**src/reload_timer_map.svh**
```systemverilog
/*
 * Register indices, field positions, reset values and rate constants of
 * the reload countdown timer.
 * Assumes it is included by its bare name before any user of the macros.
 */
`ifndef RELOAD_TIMER_MAP_SVH
`define RELOAD_TIMER_MAP_SVH

// register indices; the byte address is four times the index
`define TMR_IDX_NCNT_HI 8'h17
`define TMR_IDX_NCNT_LO 8'h18
`define TMR_IDX_CTRL 8'h19
`define TMR_IDX_RELOAD_HI 8'h1A
`define TMR_IDX_RELOAD_LO 8'h1B
`define TMR_IDX_STATUS 8'h3E
`define TMR_IDX_COMMAND 8'h3F

// control field positions
`define TMR_CTRL_STOPRX_BIT 7
`define TMR_CTRL_START_LSB 4
`define TMR_CTRL_AUTO_BIT 3
`define TMR_CTRL_CLK_LSB 0
// writable control bits; bits 6 and 2 are reserved
`define TMR_CTRL_WMASK 8'hBB

// status and command bits
`define TMR_STATUS_FLAG_BIT 0
`define TMR_STATUS_RUN_BIT 1
`define TMR_CMD_START_BIT 0
`define TMR_CMD_STOP_BIT 1

// reset values
`define TMR_CTRL_RESET 8'h00
`define TMR_RELOAD_RESET 16'h0000
`define TMR_COUNT_RESET 16'h0000

// rates in kHz; count clocks come from fractional accumulators
`define TMR_REF_CLK_KHZ 17'h186A0
`define TMR_CARRIER_KHZ 17'h034F8
`define TMR_SLOW_KHZ 17'h000D4

`endif

```
**src/reload_timer_pkg.sv**
```systemverilog
/*
 * Types of the reload countdown timer: bus request, control layout and
 * mode enumerations.
 * Assumes reload_timer_map.svh is on the include path.
 */
`include "reload_timer_map.svh"

package reload_timer_pkg;

	typedef enum logic [1:0] {
		START_NONE,
		START_TX_END,
		START_LFO_TRIM,
		START_LFO_TRIM_UF
	} start_sel_e;

	typedef enum logic [1:0] {
		CLK_CARRIER,
		CLK_212K,
		CLK_TIMER0_UF,
		CLK_NEIGHBOUR_UF
	} clock_sel_e;

	typedef enum logic [2:0] {
		SEL_NONE,
		SEL_NCNT_HI,
		SEL_NCNT_LO,
		SEL_CTRL,
		SEL_RELOAD_HI,
		SEL_RELOAD_LO,
		SEL_STATUS,
		SEL_COMMAND
	} reg_sel_e;

	typedef enum logic {
		TIMER_IDLE,
		TIMER_COUNTING
	} run_state_e;

	typedef struct packed {
		logic stopOnReceive;
		logic reserved6;
		start_sel_e startSelect;
		logic autoRestart;
		logic reserved2;
		clock_sel_e clockSelect;
	} ctrl_s;

	typedef struct packed {
		logic psel;
		logic penable;
		logic pwrite;
		logic [7:0] paddr;
		logic [31:0] pwdata;
	} apb_req_s;

endpackage : reload_timer_pkg

```
**src/reload_countdown_timer.sv**
```systemverilog
/*
 * 16-bit reload countdown timer with APB registers, selectable count
 * clock and start source, plus read-back of the neighbour timer count.
 * Assumes txEnd, rxFirstNibble, timer0Underflow and neighbourUnderflow
 * are one-cycle pulses on ref_clk; lowFreqOscIn is an asynchronous pin.
 */
// Function
// - neighbour timer live count readable as high byte 17h, low 18h
// - stop-on-receive bit set halts timer after first 4 received bits
// - stop-on-receive ignored while either oscillator trimming mode
// - start select 00 no auto start, 01 start at transmission end
// - start select 10/11 trimming without/with underflow, edge start-stop
// - counts down; auto restart reloads at zero and keeps counting, except in start select 10 where it stops
// - without auto restart timer stops on the next count tick after it reaches zero
// - underflow sets the timer's interrupt flag
// - clock select 00 picks 13.56 MHz, 01 picks 212 kHz
// - clock select 10/11 count on timer zero or neighbour underflows
// - every start event loads counter from reload bytes 1Ah and 1Bh
// - reload writes affect only the next start or auto-restart reload, not a running count
`timescale 1ns/10ps
`include "reload_timer_map.svh"

module reload_countdown_timer
	import reload_timer_pkg::*;
(
	input wire logic ref_clk,
	input wire logic reset,
	input wire apb_req_s apbReq,
	output logic [31:0] prdata,
	output logic pready,
	output logic pslverr,
	input wire logic txEnd,
	input wire logic rxFirstNibble,
	input wire logic lowFreqOscIn,
	input wire logic timer0Underflow,
	input wire logic neighbourUnderflow,
	input wire logic [15:0] neighbourCount,
	output logic underflowPulse,
	output logic underflowIrqFlag,
	output logic timerRunning,
	output logic [15:0] timerCount
);

	function automatic logic [7:0] idxToAddr(input logic [7:0] idx);
		idxToAddr = {idx[5:0], 2'b00};
	endfunction : idxToAddr

	// shared by read mux, write strobes and error answer
	function automatic reg_sel_e decodeAddr(input logic [7:0] addr);
		if (addr == idxToAddr(`TMR_IDX_NCNT_HI)) begin
			decodeAddr = SEL_NCNT_HI;
		end else if (addr == idxToAddr(`TMR_IDX_NCNT_LO)) begin
			decodeAddr = SEL_NCNT_LO;
		end else if (addr == idxToAddr(`TMR_IDX_CTRL)) begin
			decodeAddr = SEL_CTRL;
		end else if (addr == idxToAddr(`TMR_IDX_RELOAD_HI)) begin
			decodeAddr = SEL_RELOAD_HI;
		end else if (addr == idxToAddr(`TMR_IDX_RELOAD_LO)) begin
			decodeAddr = SEL_RELOAD_LO;
		end else if (addr == idxToAddr(`TMR_IDX_STATUS)) begin
			decodeAddr = SEL_STATUS;
		end else if (addr == idxToAddr(`TMR_IDX_COMMAND)) begin
			decodeAddr = SEL_COMMAND;
		end else begin
			decodeAddr = SEL_NONE;
		end
	endfunction : decodeAddr

	ctrl_s ctrl_q;
	logic [7:0] reloadHi_q;
	logic [7:0] reloadLo_q;
	logic [15:0] reloadValue;
	logic [15:0] count_q;
	run_state_e state_q;
	logic flag_q;
	logic underflow_q;
	logic [31:0] prdata_q;
	logic [16:0] carrierAcc_q;
	logic [16:0] slowAcc_q;
	logic [16:0] carrierSum;
	logic [16:0] slowSum;
	logic carrierTick;
	logic slowTick;
	logic lowFreqOscRise;
	logic tick;
	logic running;
	logic lfoMode;
	logic swStart;
	logic swStop;
	logic startEv;
	logic stopEv;
	logic atZero;
	logic underflowEv;
	logic apbSetup;
	logic apbAccess;
	logic apbWrite;
	reg_sel_e setupSel;
	reg_sel_e accessSel;

	pin_sync #(
		.WIDTH(1)
	) u_osc_sync (
		.ref_clk(ref_clk),
		.reset(reset),
		.pinIn(lowFreqOscIn),
		.pinLevel(),
		.pinRise(lowFreqOscRise)
	);

	// fractional dividers keep the long-run rate exact at the cost of
	// a one-cycle jitter on each tick
	assign carrierSum = carrierAcc_q + `TMR_CARRIER_KHZ;
	assign slowSum = slowAcc_q + `TMR_SLOW_KHZ;
	assign carrierTick = carrierSum >= `TMR_REF_CLK_KHZ;
	assign slowTick = slowSum >= `TMR_REF_CLK_KHZ;

	always_ff @(posedge ref_clk) begin
		if (reset) begin
			carrierAcc_q <= 17'h00000;
			slowAcc_q <= 17'h00000;
		end else begin
			carrierAcc_q <= carrierTick ?
				17'(carrierSum - `TMR_REF_CLK_KHZ) : carrierSum;
			slowAcc_q <= slowTick ?
				17'(slowSum - `TMR_REF_CLK_KHZ) : slowSum;
		end
	end

	always_comb begin
		case (ctrl_q.clockSelect)
			CLK_CARRIER: tick = carrierTick;
			CLK_212K: tick = slowTick;
			CLK_TIMER0_UF: tick = timer0Underflow;
			CLK_NEIGHBOUR_UF: tick = neighbourUnderflow;
			default: tick = 1'b0;
		endcase
	end

	// bus decode; reads are latched in the setup cycle so prdata is a flop
	assign apbSetup = apbReq.psel & ~apbReq.penable;
	assign apbAccess = apbReq.psel & apbReq.penable;
	assign setupSel = decodeAddr(apbReq.paddr);
	assign accessSel = setupSel;
	assign apbWrite = apbAccess & apbReq.pwrite & (accessSel != SEL_NONE);
	assign pready = 1'b1;
	assign pslverr = apbAccess & (accessSel == SEL_NONE);
	assign prdata = prdata_q;

	always_ff @(posedge ref_clk) begin
		if (reset) begin
			prdata_q <= 32'h00000000;
		end else if (apbSetup) begin
			prdata_q <= 32'h00000000;
			case (setupSel)
				SEL_NCNT_HI: prdata_q[7:0] <= neighbourCount[15:8];
				SEL_NCNT_LO: prdata_q[7:0] <= neighbourCount[7:0];
				SEL_CTRL: prdata_q[7:0] <= ctrl_q;
				SEL_RELOAD_HI: prdata_q[7:0] <= reloadHi_q;
				SEL_RELOAD_LO: prdata_q[7:0] <= reloadLo_q;
				SEL_STATUS: begin
					prdata_q[`TMR_STATUS_FLAG_BIT] <= flag_q;
					prdata_q[`TMR_STATUS_RUN_BIT] <= running;
				end
				default: prdata_q <= 32'h00000000;
			endcase
		end
	end

	always_ff @(posedge ref_clk) begin
		if (reset) begin
			ctrl_q <= ctrl_s'(`TMR_CTRL_RESET);
		end else if (apbWrite && accessSel == SEL_CTRL) begin
			ctrl_q <= ctrl_s'(apbReq.pwdata[7:0] & `TMR_CTRL_WMASK);
		end
	end

	// only the stored bytes change here; the counter sees them at a start or an auto-restart reload
	always_ff @(posedge ref_clk) begin
		if (reset) begin
			reloadHi_q <= 8'(`TMR_RELOAD_RESET >> 8);
			reloadLo_q <= 8'(`TMR_RELOAD_RESET);
		end else if (apbWrite) begin
			if (accessSel == SEL_RELOAD_HI) begin
				reloadHi_q <= apbReq.pwdata[7:0];
			end
			if (accessSel == SEL_RELOAD_LO) begin
				reloadLo_q <= apbReq.pwdata[7:0];
			end
		end
	end
	assign reloadValue = {reloadHi_q, reloadLo_q};

	assign swStart = apbWrite & (accessSel == SEL_COMMAND) &
		apbReq.pwdata[`TMR_CMD_START_BIT];
	assign swStop = apbWrite & (accessSel == SEL_COMMAND) &
		apbReq.pwdata[`TMR_CMD_STOP_BIT];
	assign running = state_q == TIMER_COUNTING;
	assign lfoMode = ctrl_q.startSelect == START_LFO_TRIM ||
		ctrl_q.startSelect == START_LFO_TRIM_UF;

	// one oscillator edge starts an idle timer and stops a running one
	assign startEv = swStart |
		(txEnd & ctrl_q.startSelect == START_TX_END) |
		(lowFreqOscRise & lfoMode & ~running);
	assign stopEv = swStop |
		(rxFirstNibble & ctrl_q.stopOnReceive & ~lfoMode) |
		(lowFreqOscRise & lfoMode & running);
	assign atZero = count_q == 16'h0000;
	assign underflowEv = running & tick & atZero & ~startEv & ~stopEv &
		(ctrl_q.startSelect != START_LFO_TRIM);

	// start wins over a stop in the same cycle
	always_ff @(posedge ref_clk) begin
		if (reset) begin
			state_q <= TIMER_IDLE;
			count_q <= `TMR_COUNT_RESET;
		end else if (startEv) begin
			state_q <= TIMER_COUNTING;
			count_q <= reloadValue;
		end else begin
			case (state_q)
				TIMER_IDLE: state_q <= TIMER_IDLE;
				TIMER_COUNTING: begin
					if (stopEv) begin
						state_q <= TIMER_IDLE;
					end else if (tick && atZero) begin
						if (underflowEv && ctrl_q.autoRestart) begin
							count_q <= reloadValue;
						end else begin
							state_q <= TIMER_IDLE;
						end
					end else if (tick) begin
						count_q <= 16'(count_q - 16'h0001);
					end
				end
				default: state_q <= TIMER_IDLE;
			endcase
		end
	end

	// set beats a write-one-to-clear in the same cycle
	always_ff @(posedge ref_clk) begin
		if (reset) begin
			flag_q <= 1'b0;
		end else if (underflowEv) begin
			flag_q <= 1'b1;
		end else if (apbWrite && accessSel == SEL_STATUS &&
			apbReq.pwdata[`TMR_STATUS_FLAG_BIT]) begin
			flag_q <= 1'b0;
		end
	end

	always_ff @(posedge ref_clk) begin
		if (reset) begin
			underflow_q <= 1'b0;
		end else begin
			underflow_q <= underflowEv;
		end
	end

	assign underflowPulse = underflow_q;
	assign underflowIrqFlag = flag_q;
	assign timerRunning = running;
	assign timerCount = count_q;
endmodule : reload_countdown_timer

```
**src/pin_sync.sv**
```systemverilog
/*
 * Two-flop synchroniser with rising-edge detect for pins.
 * Assumes inputs are asynchronous to ref_clk; outputs are on ref_clk.
 */
`timescale 1ns/10ps

module pin_sync #(
	parameter int WIDTH = 1
) (
	input wire logic ref_clk,
	input wire logic reset,
	input wire logic [WIDTH-1:0] pinIn,
	output logic [WIDTH-1:0] pinLevel,
	output logic [WIDTH-1:0] pinRise
);

	logic [WIDTH-1:0] meta_q;
	logic [WIDTH-1:0] sync_q;
	logic [WIDTH-1:0] last_q;

	genvar i;
	generate
		for (i = 0; i < WIDTH; i++) begin : g_bit
			always_ff @(posedge ref_clk) begin
				if (reset) begin
					meta_q[i] <= 1'b0;
					sync_q[i] <= 1'b0;
					last_q[i] <= 1'b0;
				end else begin
					meta_q[i] <= pinIn[i];
					sync_q[i] <= meta_q[i];
					last_q[i] <= sync_q[i];
				end
			end
			assign pinRise[i] = sync_q[i] & ~last_q[i];
		end
	endgenerate

	assign pinLevel = sync_q;

endmodule : pin_sync

```
**config.mk**
```make
export PLATFORM = sky130hd
export DESIGN_NAME = reload_countdown_timer
export DESIGN_NICKNAME = d
export VERILOG_FILES = /design/src/reload_timer_pkg.sv /design/src/reload_countdown_timer.sv /design/src/pin_sync.sv
export VERILOG_INCLUDE_DIRS = /design/src
export SDC_FILE = /design/constraint.sdc
export NUM_CORES = 1
export LEC_CHECK = 0
export BUFFER_PORTS_ARGS = -buffer_cell sky130_fd_sc_hd__buf_2
export CAP_MARGIN = 20
export CELL_PAD_IN_SITES_DETAIL_PLACEMENT = 2
export CELL_PAD_IN_SITES_GLOBAL_PLACEMENT = 2
export CORE_ASPECT_RATIO = 0.75
export CORE_UTILIZATION = 29
export CTS_BUF_LIST = sky130_fd_sc_hd__clkbuf_2
export DETAILED_ROUTE_END_ITERATION = 7
export PLACE_DENSITY = 0.79
export SLEW_MARGIN = 0
export SYNTH_ARGS = -nofsm -noshare
export SYNTH_HDL_FRONTEND = slang
export SYNTH_SLANG_ARGS = --single-unit
```
**constraint.sdc**
```tcl
create_clock -name ref_clk -period 2.94 [get_ports ref_clk]
set_clock_uncertainty 0.1 [all_clocks]
set_input_delay 0.588 -clock ref_clk [delete_from_list [all_inputs] [get_ports ref_clk]]
set_output_delay 0.588 -clock ref_clk [all_outputs]
set_load 0.02 [all_outputs]
```
==> run metrics, run 1 <==
number of antenna-violating nets in the routed design=0; final critical path time including I/O delays and setup=3.16 ns; relative contribution of sequential cells to total power=0.333; kind of capture point of the worst setup path=register; unrepaired setup endpoints after global routing=true; Antenna Diode Count=0; total of hold buffers inserted after clock tree synthesis=0; proportion of total power due to net switching=0.428; Final Max Slew Viols=0; leading post-synthesis cells by instance count=94 x sky130_fd_sc_hd__nor2_1, 81 x sky130_fd_sc_hd__dfxtp_1, 47 x sky130_fd_sc_hd__nand2_1; multi-input gate area in the final layout=4230 µm²; max capacitance violation total=0; type of the worst min-delay path=in -> reg; P&R area growth vs syn=45.1%; number of vias after detailed routing=6458; total power density per cell area=500 nW/µm²; total standard cell area after synthesis=5520 µm²; reg-to-reg critical path startpoint=carrierAcc_q[4]; most instantiated flip-flop cell in the synthesis netlist=sky130_fd_sc_hd__dfxtp_1; peak ir drop on the vdd network=0.183 mV; via-per-instance ratio=5.66; peak clock frequency supported by timing=317 MHz; Critical Path Max Stage Delay=0.41 ns; clock transition at the registers of the reported paths=0.33 ns; PnR worst setup slack=-0.219 ns; aggregate global-route resource usage=0.254; ordered cell list for the critical path=buf_4 -> nor3_4 -> xnor2_2 -> buf_4 -> buf_6 -> ha_2 -> and3_4 -> a221oi_4 -> buf_6 -> buf_4 -> a211o_4 -> nor4b_4 -> xnor2_2 -> nor2_2; die extent in y=121 µm; number of cells produced by synthesis=697; largest family of logic cells by synthesized area=compound AO/OA/AOI/OAI gates; nets@finish=962; Filler Cells Inserted=2042; number of top-level design ports=119; post-route DRC violation count=0; most used standard cell by instance count after synthesis=sky130_fd_sc_hd__nor2_1; clock network fraction of design power=0.191; yosys warns=0; total chip power=4.01 mW; maximum number of pins on one net before global-route repair=30; Clock Tree Buf Depth=2; cell repeated most along the worst path=sky130_fd_sc_hd__buf_4; delay-heaviest family, CP=simple AND/OR/NAND/NOR gates; #FFs+latches synth=81; number of enable-type register cells in the synthesized netlist=0; Final HPWL DP=17500 µm; clock root cell=sky130_fd_sc_hd__clkbuf_2; critical path class=reg -> reg; die area=19600 µm²; TritonCTS Sinks=81; H-tree depth=3; largest area contributor in the synthesized netlist=sky130_fd_sc_hd__dfxtp_1; clk_lat worst skew=0.66 ns; compound-cell area share of the yosys netlist=0.254; Post-Synthesis Mean Instance Area=7.92 µm²; power spent charging and discharging nets=1.71 mW; final routed wirelength across all metal layers=27100 µm; die extent in x=161 µm; fraction of synthesis flops using an asynchronous set or reset pin=0; buffers added on ports=69; start point of the worst hold path=apbReq[6]; CP startpoint kind=register; clock buffers created by TritonCTS=9; Int Pwr=2.29 mW; antenna violations before repair=0; highest net fanout along the worst path=4; via count of the first global-routing pass=6916; DRT iter0 DRCs=344; first-pass GRT wire length=38800 µm; total of endpoints with negative setup slack in the final report=27; fraction of the cycle the final worst path needs=1.07; signal arrival time at the worst endpoint=3.59 ns; gp weighted congestion=0.845; Starting Density=0.297; simple-gate area share of the yosys netlist=0.247; arithmetic-cell share of the synthesized area counting full adders, half adders and majority gates=0.0181; count of different cell masters after synthesis=75; core footprint=18600 µm²; startpoint of the most critical setup path=carrierAcc_q[4]; Leakage=3.25 nW; top cell type's share of synthesized area=0.294; Layout Cells excl Fill=1140; count of placed standard cells including taps=1087; Pre-antenna DRT Iters=5; xor/xnor share of the synthesized area=0.0601; wire length per cell=23.8 µm; Worst path slowest cell=sky130_fd_sc_hd__dfxtp_2; count of buffer and inverter cells on the critical path=5; Min Hold Slack=0.0410 ns; global route total overflow=0; remaining max-slew budget at the tightest pin=0.444; total count of hold-check failures in the final report=0; sequential cell area fraction in the yosys report=0.294; Gate power share=0.476; violated checks=negative setup slack; WP data required=3.37 ns; cell row count=43; register area=1640 µm²; biggest area contributors in the synthesized netlist=sky130_fd_sc_hd__dfxtp_1 29%, sky130_fd_sc_hd__nor2_1 6.4%, sky130_fd_sc_hd__mux2i_1 4.0%, sky130_fd_sc_hd__buf_4 3.5%, sky130_fd_sc_hd__nand2_1 3.2%; post-place setup slack=-0.375 ns; actual transition at the worst max-transition pin=0.831 ns; share of post-route cells with drive strength above 1=0.395; proportion of synthesized area in mux cells=0.0440; run status=complete, but fails checks; CTS tree=built
[worst paths after layout]
check | end | slack, ns | cells after the start
worst max register to register | carrierAcc_q[14] | -0.22 | 14
worst min-delay path | reloadHi_q[6] | 0.04 | 3
worst min register to register | u_osc_sync.pinLevel | 0.40 | 1
worst max-delay path | carrierAcc_q[14] | -0.22 | 14
[logic make-up (layout without fill, tap and decap cells)]
| logic type | Yosys count | after routing |
|---|---|---|
| AOI/OAI and AO/OA | 188 | 188 |
| xor gates and xnor gates | 37 | 37 |
| adders and majority gates | 8 | 8 |
| buffers and inverters | 88 | 261 |
| DFF | 81 | 81 |
| muxes | 24 | 24 |
| other | 2 | 25 |
| and+or+nand+nor | 269 | 269 |
[layout by cell type (no fill, tap or decap), types with 7 or more instances in the layout]
| master | n |
|---|---|
| sky130_fd_sc_hd__nor4_1 | 7 |
| sky130_fd_sc_hd__nand3_1 | 17 |
| sky130_fd_sc_hd__o2111ai_1 | 13 |
| sky130_fd_sc_hd__a21oi_2 | 10 |
| sky130_fd_sc_hd__buf_6 | 19 |
| sky130_fd_sc_hd__xor2_1 | 15 |
| sky130_fd_sc_hd__o31ai_1 | 8 |
| sky130_fd_sc_hd__a22oi_1 | 17 |
| sky130_fd_sc_hd__conb_1 | 25 |
| sky130_fd_sc_hd__dfxtp_1 | 74 |
| sky130_fd_sc_hd__nand3b_1 | 7 |
| sky130_fd_sc_hd__nor2_1 | 91 |
| sky130_fd_sc_hd__o21ai_1 | 11 |
| sky130_fd_sc_hd__a222oi_1 | 7 |
| sky130_fd_sc_hd__xnor2_1 | 15 |
| sky130_fd_sc_hd__and2_1 | 7 |
| sky130_fd_sc_hd__nand2b_1 | 7 |
| sky130_fd_sc_hd__nor2b_1 | 9 |
| sky130_fd_sc_hd__nand2_1 | 46 |
| sky130_fd_sc_hd__clkbuf_2 | 9 |
| sky130_fd_sc_hd__a21oi_1 | 23 |
| sky130_fd_sc_hd__buf_4 | 130 |
| sky130_fd_sc_hd__nor3_1 | 18 |
| sky130_fd_sc_hd__buf_2 | 69 |
| sky130_fd_sc_hd__o21ai_0 | 9 |
| sky130_fd_sc_hd__inv_1 | 20 |
| sky130_fd_sc_hd__mux2i_1 | 22 |
[sequential cells by signal, summed over array words and instances (netlist names)]
signal,count
timerCount,16
slowAcc_q,15
carrierAcc_q,14
prdata,8
reloadHi_q,8
reloadLo_q,8
ctrl_q,6
timerRunning,1
u_osc_sync.last_q,1
u_osc_sync.meta_q,1
u_osc_sync.pinLevel,1
underflowIrqFlag,1
underflowPulse,1
[through the flow]
stage / cell area, µm² / setup TNS [ns] / util
4_1_cts: 7600 / -1.54 / 0.410
3_3_place_gp: 6860 / -2.44 / 0.370
5_1_grt: 8010 / -6.30 / 0.431
6_report: 8010 / -3.24 / 0.431
3_5_place_dp: 6860 / -5.62 / 0.370
2_1_floorplan: 5690 / -1.26 / -
[worst min-delay path, stage by stage]
cell and delay (ns):
sky130_fd_sc_hd__buf_2 0.09, sky130_fd_sc_hd__mux2i_1 0.07, sky130_fd_sc_hd__nor2_1 0.07
[routing by layer]
metal,track usage,routed length (µm),part of all wire,vias up
met2,0.465,14100,0.52,172
met5,0,0,0,-
met4,0.0761,713,0.026,0
li1,-,-,-,2922
met3,0.0434,857,0.032,63
met1,0.302,11400,0.42,3301
[what timing repair did]
| item | 4_1_cts | 5_1_grt |
|---|---|---|
| resized for setup | 89 | 66 |
| setup endpoints to repair | 31 | 31 |
| gates cloned | 2 | 0 |
| buffers inserted | 23 | 13 |
| pin swaps | 40 | 26 |
[power by group through the flow]
stage | logic (mW) | clock network, mW | registers, mW
detailed placement | 1.37 | 0 | 1.33
CTS | 1.62 | 0.770 | 1.32
finish | 1.91 | 0.766 | 1.33
floorplan | 0.839 | 0 | 1.27
global placement | 1.28 | 0 | 1.31
global route | 2.03 | 0.811 | 1.35
[layout make-up]
class / instances / share of cell area
clock inverter: 7 / 0.0116
timing repair buffer: 222 / 0.200
clock buffer: 9 / 0.00562
multi-input combinational: 551 / 0.529
tap: 247 / 0.0386
inverter: 23 / 0.0111
sequential: 81 / 0.205
Note: power is estimated with default switching activity, not from simulation.
==> inputs of run 2 (changes only) <==
--- a/config.mk
+++ b/config.mk
@@ -6,15 +6,16 @@
 export SDC_FILE = /design/constraint.sdc
 export NUM_CORES = 1
 export LEC_CHECK = 0
+export ABC_AREA = 1
 export BUFFER_PORTS_ARGS = -buffer_cell sky130_fd_sc_hd__buf_2
 export CAP_MARGIN = 20
 export CELL_PAD_IN_SITES_DETAIL_PLACEMENT = 2
 export CELL_PAD_IN_SITES_GLOBAL_PLACEMENT = 2
 export CORE_ASPECT_RATIO = 0.75
-export CORE_UTILIZATION = 29
+export CORE_UTILIZATION = 27
 export CTS_BUF_LIST = sky130_fd_sc_hd__clkbuf_2
 export DETAILED_ROUTE_END_ITERATION = 7
-export PLACE_DENSITY = 0.79
+export PLACE_DENSITY = 0.8
 export SLEW_MARGIN = 0
 export SYNTH_ARGS = -nofsm -noshare
 export SYNTH_HDL_FRONTEND = slang
==> run 2 against run 1 <==
The run now ends clean. Highest routed layer unchanged. Count of clock-buffer cells in the layout is 2 higher. Sequential power is 8% lower. Worst hold slack better by 0.041 ns. Register-to-register slack better by 0.28 ns. Critical path type unchanged. Critical endpoint is now timerCount[12]. Synthesized cell count is 15% higher. Setup slack better by 0.28 ns. Cell area is 21% lower. Cell count is 1.8% higher.
==> run metrics, run 2 <==
max reg flops=16 (unchanged); total of hold buffers inserted after clock tree synthesis=0 (unchanged); gp weighted congestion=0.778 (-8.0%); number of enable-type register cells in the synthesized netlist=0 (unchanged); post-route DRC violation count=0 (unchanged); max capacitance violation total=0 (unchanged); critical path class=reg -> reg; Post-Synthesis Mean Instance Area=6.47 µm² (-18%); biggest area contributors in the synthesized netlist=sky130_fd_sc_hd__dfxtp_1 31%, sky130_fd_sc_hd__nand2_1 15%, sky130_fd_sc_hd__inv_1 6.8%, sky130_fd_sc_hd__nor2_1 6.7%, sky130_fd_sc_hd__a21oi_1 4.7%; Gate power share=0.294 (-0.182); proportion of total power due to net switching=0.376 (-0.0513); most used standard cell by instance count after synthesis=sky130_fd_sc_hd__nand2_1; final critical path time including I/O delays and setup=2.88 ns (-0.275 ns); share of post-route cells with drive strength above 1=0.234 (-0.162); aggregate global-route resource usage=0.187 (-0.0674); clk_lat worst skew=0.61 ns (-0.05 ns); number of vias after detailed routing=5555 (-14%); antenna violations before repair=1 (+1); most used cells in the layout excluding fill and tap cells=197 x sky130_fd_sc_hd__nand2_1, 91 x sky130_fd_sc_hd__inv_1, 89 x sky130_fd_sc_hd__nor2_1; peak ir drop on the vdd network=0.167 mV (-9.2%); P&R area growth vs syn=22.4%; Pre-antenna DRT Iters=4 (-1); highest net fanout along the worst path=5 (+1); reg-to-reg critical path startpoint=timerCount[0]; clock root cell=sky130_fd_sc_hd__clkbuf_2; final routed wirelength across all metal layers=19600 µm (-27%); cell row count=43 (unchanged); worst-case register-to-register setup slack=0.06 ns (+0.28 ns); signal arrival time at the worst endpoint=3.35 ns (-0.24 ns); Final Max Slew Viols=0 (unchanged); total power density per cell area=411 nW/µm² (-18%); number of antenna-violating nets in the routed design=0 (unchanged); die extent in y=122 µm (+0.48%); actual transition at the worst max-transition pin=0.493 ns (-0.338 ns); run status=completed; clock network fraction of design power=0.236 (+0.045); DRT iter0 DRCs=287 (-17%); capturing point of the worst reg2reg path=timerCount[12]; relative contribution of sequential cells to total power=0.470 (+0.137); yosys warns=0 (unchanged); largest area contributor in the synthesized netlist=sky130_fd_sc_hd__dfxtp_1; number of cells produced by synthesis=802 (+15%); H-tree depth=3 (unchanged); CP startpoint kind=register; Final TNS setup=0 ns (+3.24 ns); post-place setup slack=-0.129 ns (+0.246 ns); CTS tree=built; count of different cell masters after synthesis=48 (-36%); leading cell type in the layout, fill and taps excluded=sky130_fd_sc_hd__nand2_1; via count of the first global-routing pass=5631 (-19%); remaining max-slew budget at the tightest pin=0.663 (+0.219); WP data required=3.40 ns (+0.03 ns); leading post-synthesis cells by instance count=204 x sky130_fd_sc_hd__nand2_1, 94 x sky130_fd_sc_hd__inv_1, 92 x sky130_fd_sc_hd__nor2_1; Final HPWL DP=14000 µm (-20%); TritonCTS Sinks=81 (unchanged); type of the worst min-delay path=in -> reg; cell repeated most along the worst path=sky130_fd_sc_hd__nand2_1; Leakage=2.98 nW (-8.3%); Cells on Worst Hold Path=3 (unchanged); FF-to-FF path depth=17 (+3); Worst path slowest cell=sky130_fd_sc_hd__dfxtp_1; Clock Tree Buf Depth=2 (unchanged); number of top-level design ports=119 (unchanged); Critical Path Max Stage Delay=0.36 ns (-0.05 ns); total count of hold-check failures in the final report=0 (unchanged); power spent charging and discharging nets=0.983 mW (-43%); Worst Hold End=u_osc_sync.meta_q; wire length per cell=16.9 µm (-29%); clock transition at the registers of the reported paths=0.23 ns (-0.10 ns); sequential cell area fraction in the yosys report=0.312 (+0.0187); start point of the worst hold path=lowFreqOscIn; kind of capture point of the worst setup path=register; fraction of synthesis flops using an asynchronous set or reset pin=0 (unchanged); peak clock frequency supported by timing=347 MHz (+9.5%); total standard cell area after synthesis=5190 µm² (-6.0%); die extent in x=162 µm (+0.48%); maximum number of pins on one net before global-route repair=40 (+33%); core footprint=18700 µm² (+0.58%); clock buffers created by TritonCTS=9 (unchanged); Starting Density=0.278 (-0.0194); nets@finish=981 (+2.0%); total chip power=2.61 mW (-35%); #FFs+latches synth=81 (unchanged); via-per-instance ratio=4.79 (-15%); first-pass GRT wire length=29000 µm (-25%); buffers added on ports=69 (unchanged); Int Pwr=1.63 mW (-29%); unrepaired setup endpoints after global routing=true; ordered cell list for the critical path=inv_1 -> ha_1 -> nand3_2 -> nor3_4 -> nand2_1 -> nor2_2 -> nand2_1 -> nor2_2 -> nand3b_1 -> nor2_4 -> nand4_4 -> buf_4 -> nand3b_1 -> nand2_1 -> nand3_1 -> nand2_1 -> nor2_1; global route total overflow=0 (unchanged); fraction of the cycle the final worst path needs=0.981 (-0.0937); Min Hold Slack=0.0821 ns (+0.0411 ns); total of endpoints with negative setup slack in the final report=0 (-100%); die area=19800 µm² (+0.96%); PnR worst setup slack=0.0560 ns (+0.275 ns); most instantiated flip-flop cell in the synthesis netlist=sky130_fd_sc_hd__dfxtp_1; top cell type's share of synthesized area=0.312 (+0.0187)
run 2: per-layer routing:
layer,global-route usage,wire length (µm)
met1,0.250,9270
met2,0.309,9540
met3,0.0364,644
met4,0.0407,183
met5,0,0
run 2: cell type report:
cell class / instances / area (µm²)
fill: 2245 / 12300
multi-input combinational: 598 / 3200
sequential: 81 / 1630
timing repair buffer: 112 / 703
inverter: 104 / 403
tap: 247 / 309
clock buffer: 11 / 55.1
clock inverter: 5 / 46.3
timing repair inverter: 1 / 8.76
antenna: 1 / 2.50
run 2: kinds of logic (layout without fill, tap and decap cells):
logic type                 count (synthesis)  in the layout  synth area share
adders and majority gates                  8              8            0.0193
xor gates and xnor gates                  17             17            0.0316
DFF                                       81             81             0.312
and+or+nand+nor                          412            415             0.353
AOI/OAI and AO/OA                        133            133             0.148
buffers and inverters                    149            233             0.135
other                                      2             26           0.00145
run 2: timing repair:
item,4_1_cts,5_1_grt
cloned,0,4
buffers inserted,1,10
setup endpoints to repair,18,24
pin swaps,1,17
resized for setup,7,54
run 2: worst max-delay path: cells and delay by family, from the launching register on:
| kind | cells | cell delay, ns |
|---|---|---|
| fa+ha+maj | 1 | 0.22 |
| buf+inv | 2 | 0.33 |
| flops | 1 | 0.36 |
| simple gates | 14 | 1.83 |
run 2: stage by stage:
step,cell area (µm²),util,cells
2_1_floorplan,5280,-,825
4_1_cts,6000,0.321,1145
3_5_place_dp,5860,0.314,1128
5_1_grt,6350,0.340,1160
3_3_place_gp,5860,0.314,1128
6_report,6350,0.340,1160
run 2: power by group through the flow:
stage	clock network [mW]	registers, mW	logic (mW)
after floorplan	0	1.22	0.505
after global placement	0	1.23	0.646
after detailed placement	0	1.24	0.677
after CTS	0.642	1.22	0.692
after global routing	0.677	1.24	0.867
final	0.617	1.23	0.769
run 2: how the worst max path moves through the flow:
stage                    startpoint  cells past startpoint        endpoint
finish                timerCount[0]                     17  timerCount[12]
global route          timerCount[0]                     16   timerCount[0]
CTS                    slowAcc_q[3]                     19   timerCount[7]
detailed placement  carrierAcc_q[3]                     20   timerCount[9]
global placement       slowAcc_q[2]                     20  timerCount[13]
floorplan           carrierAcc_q[3]                     20   timerCount[0]
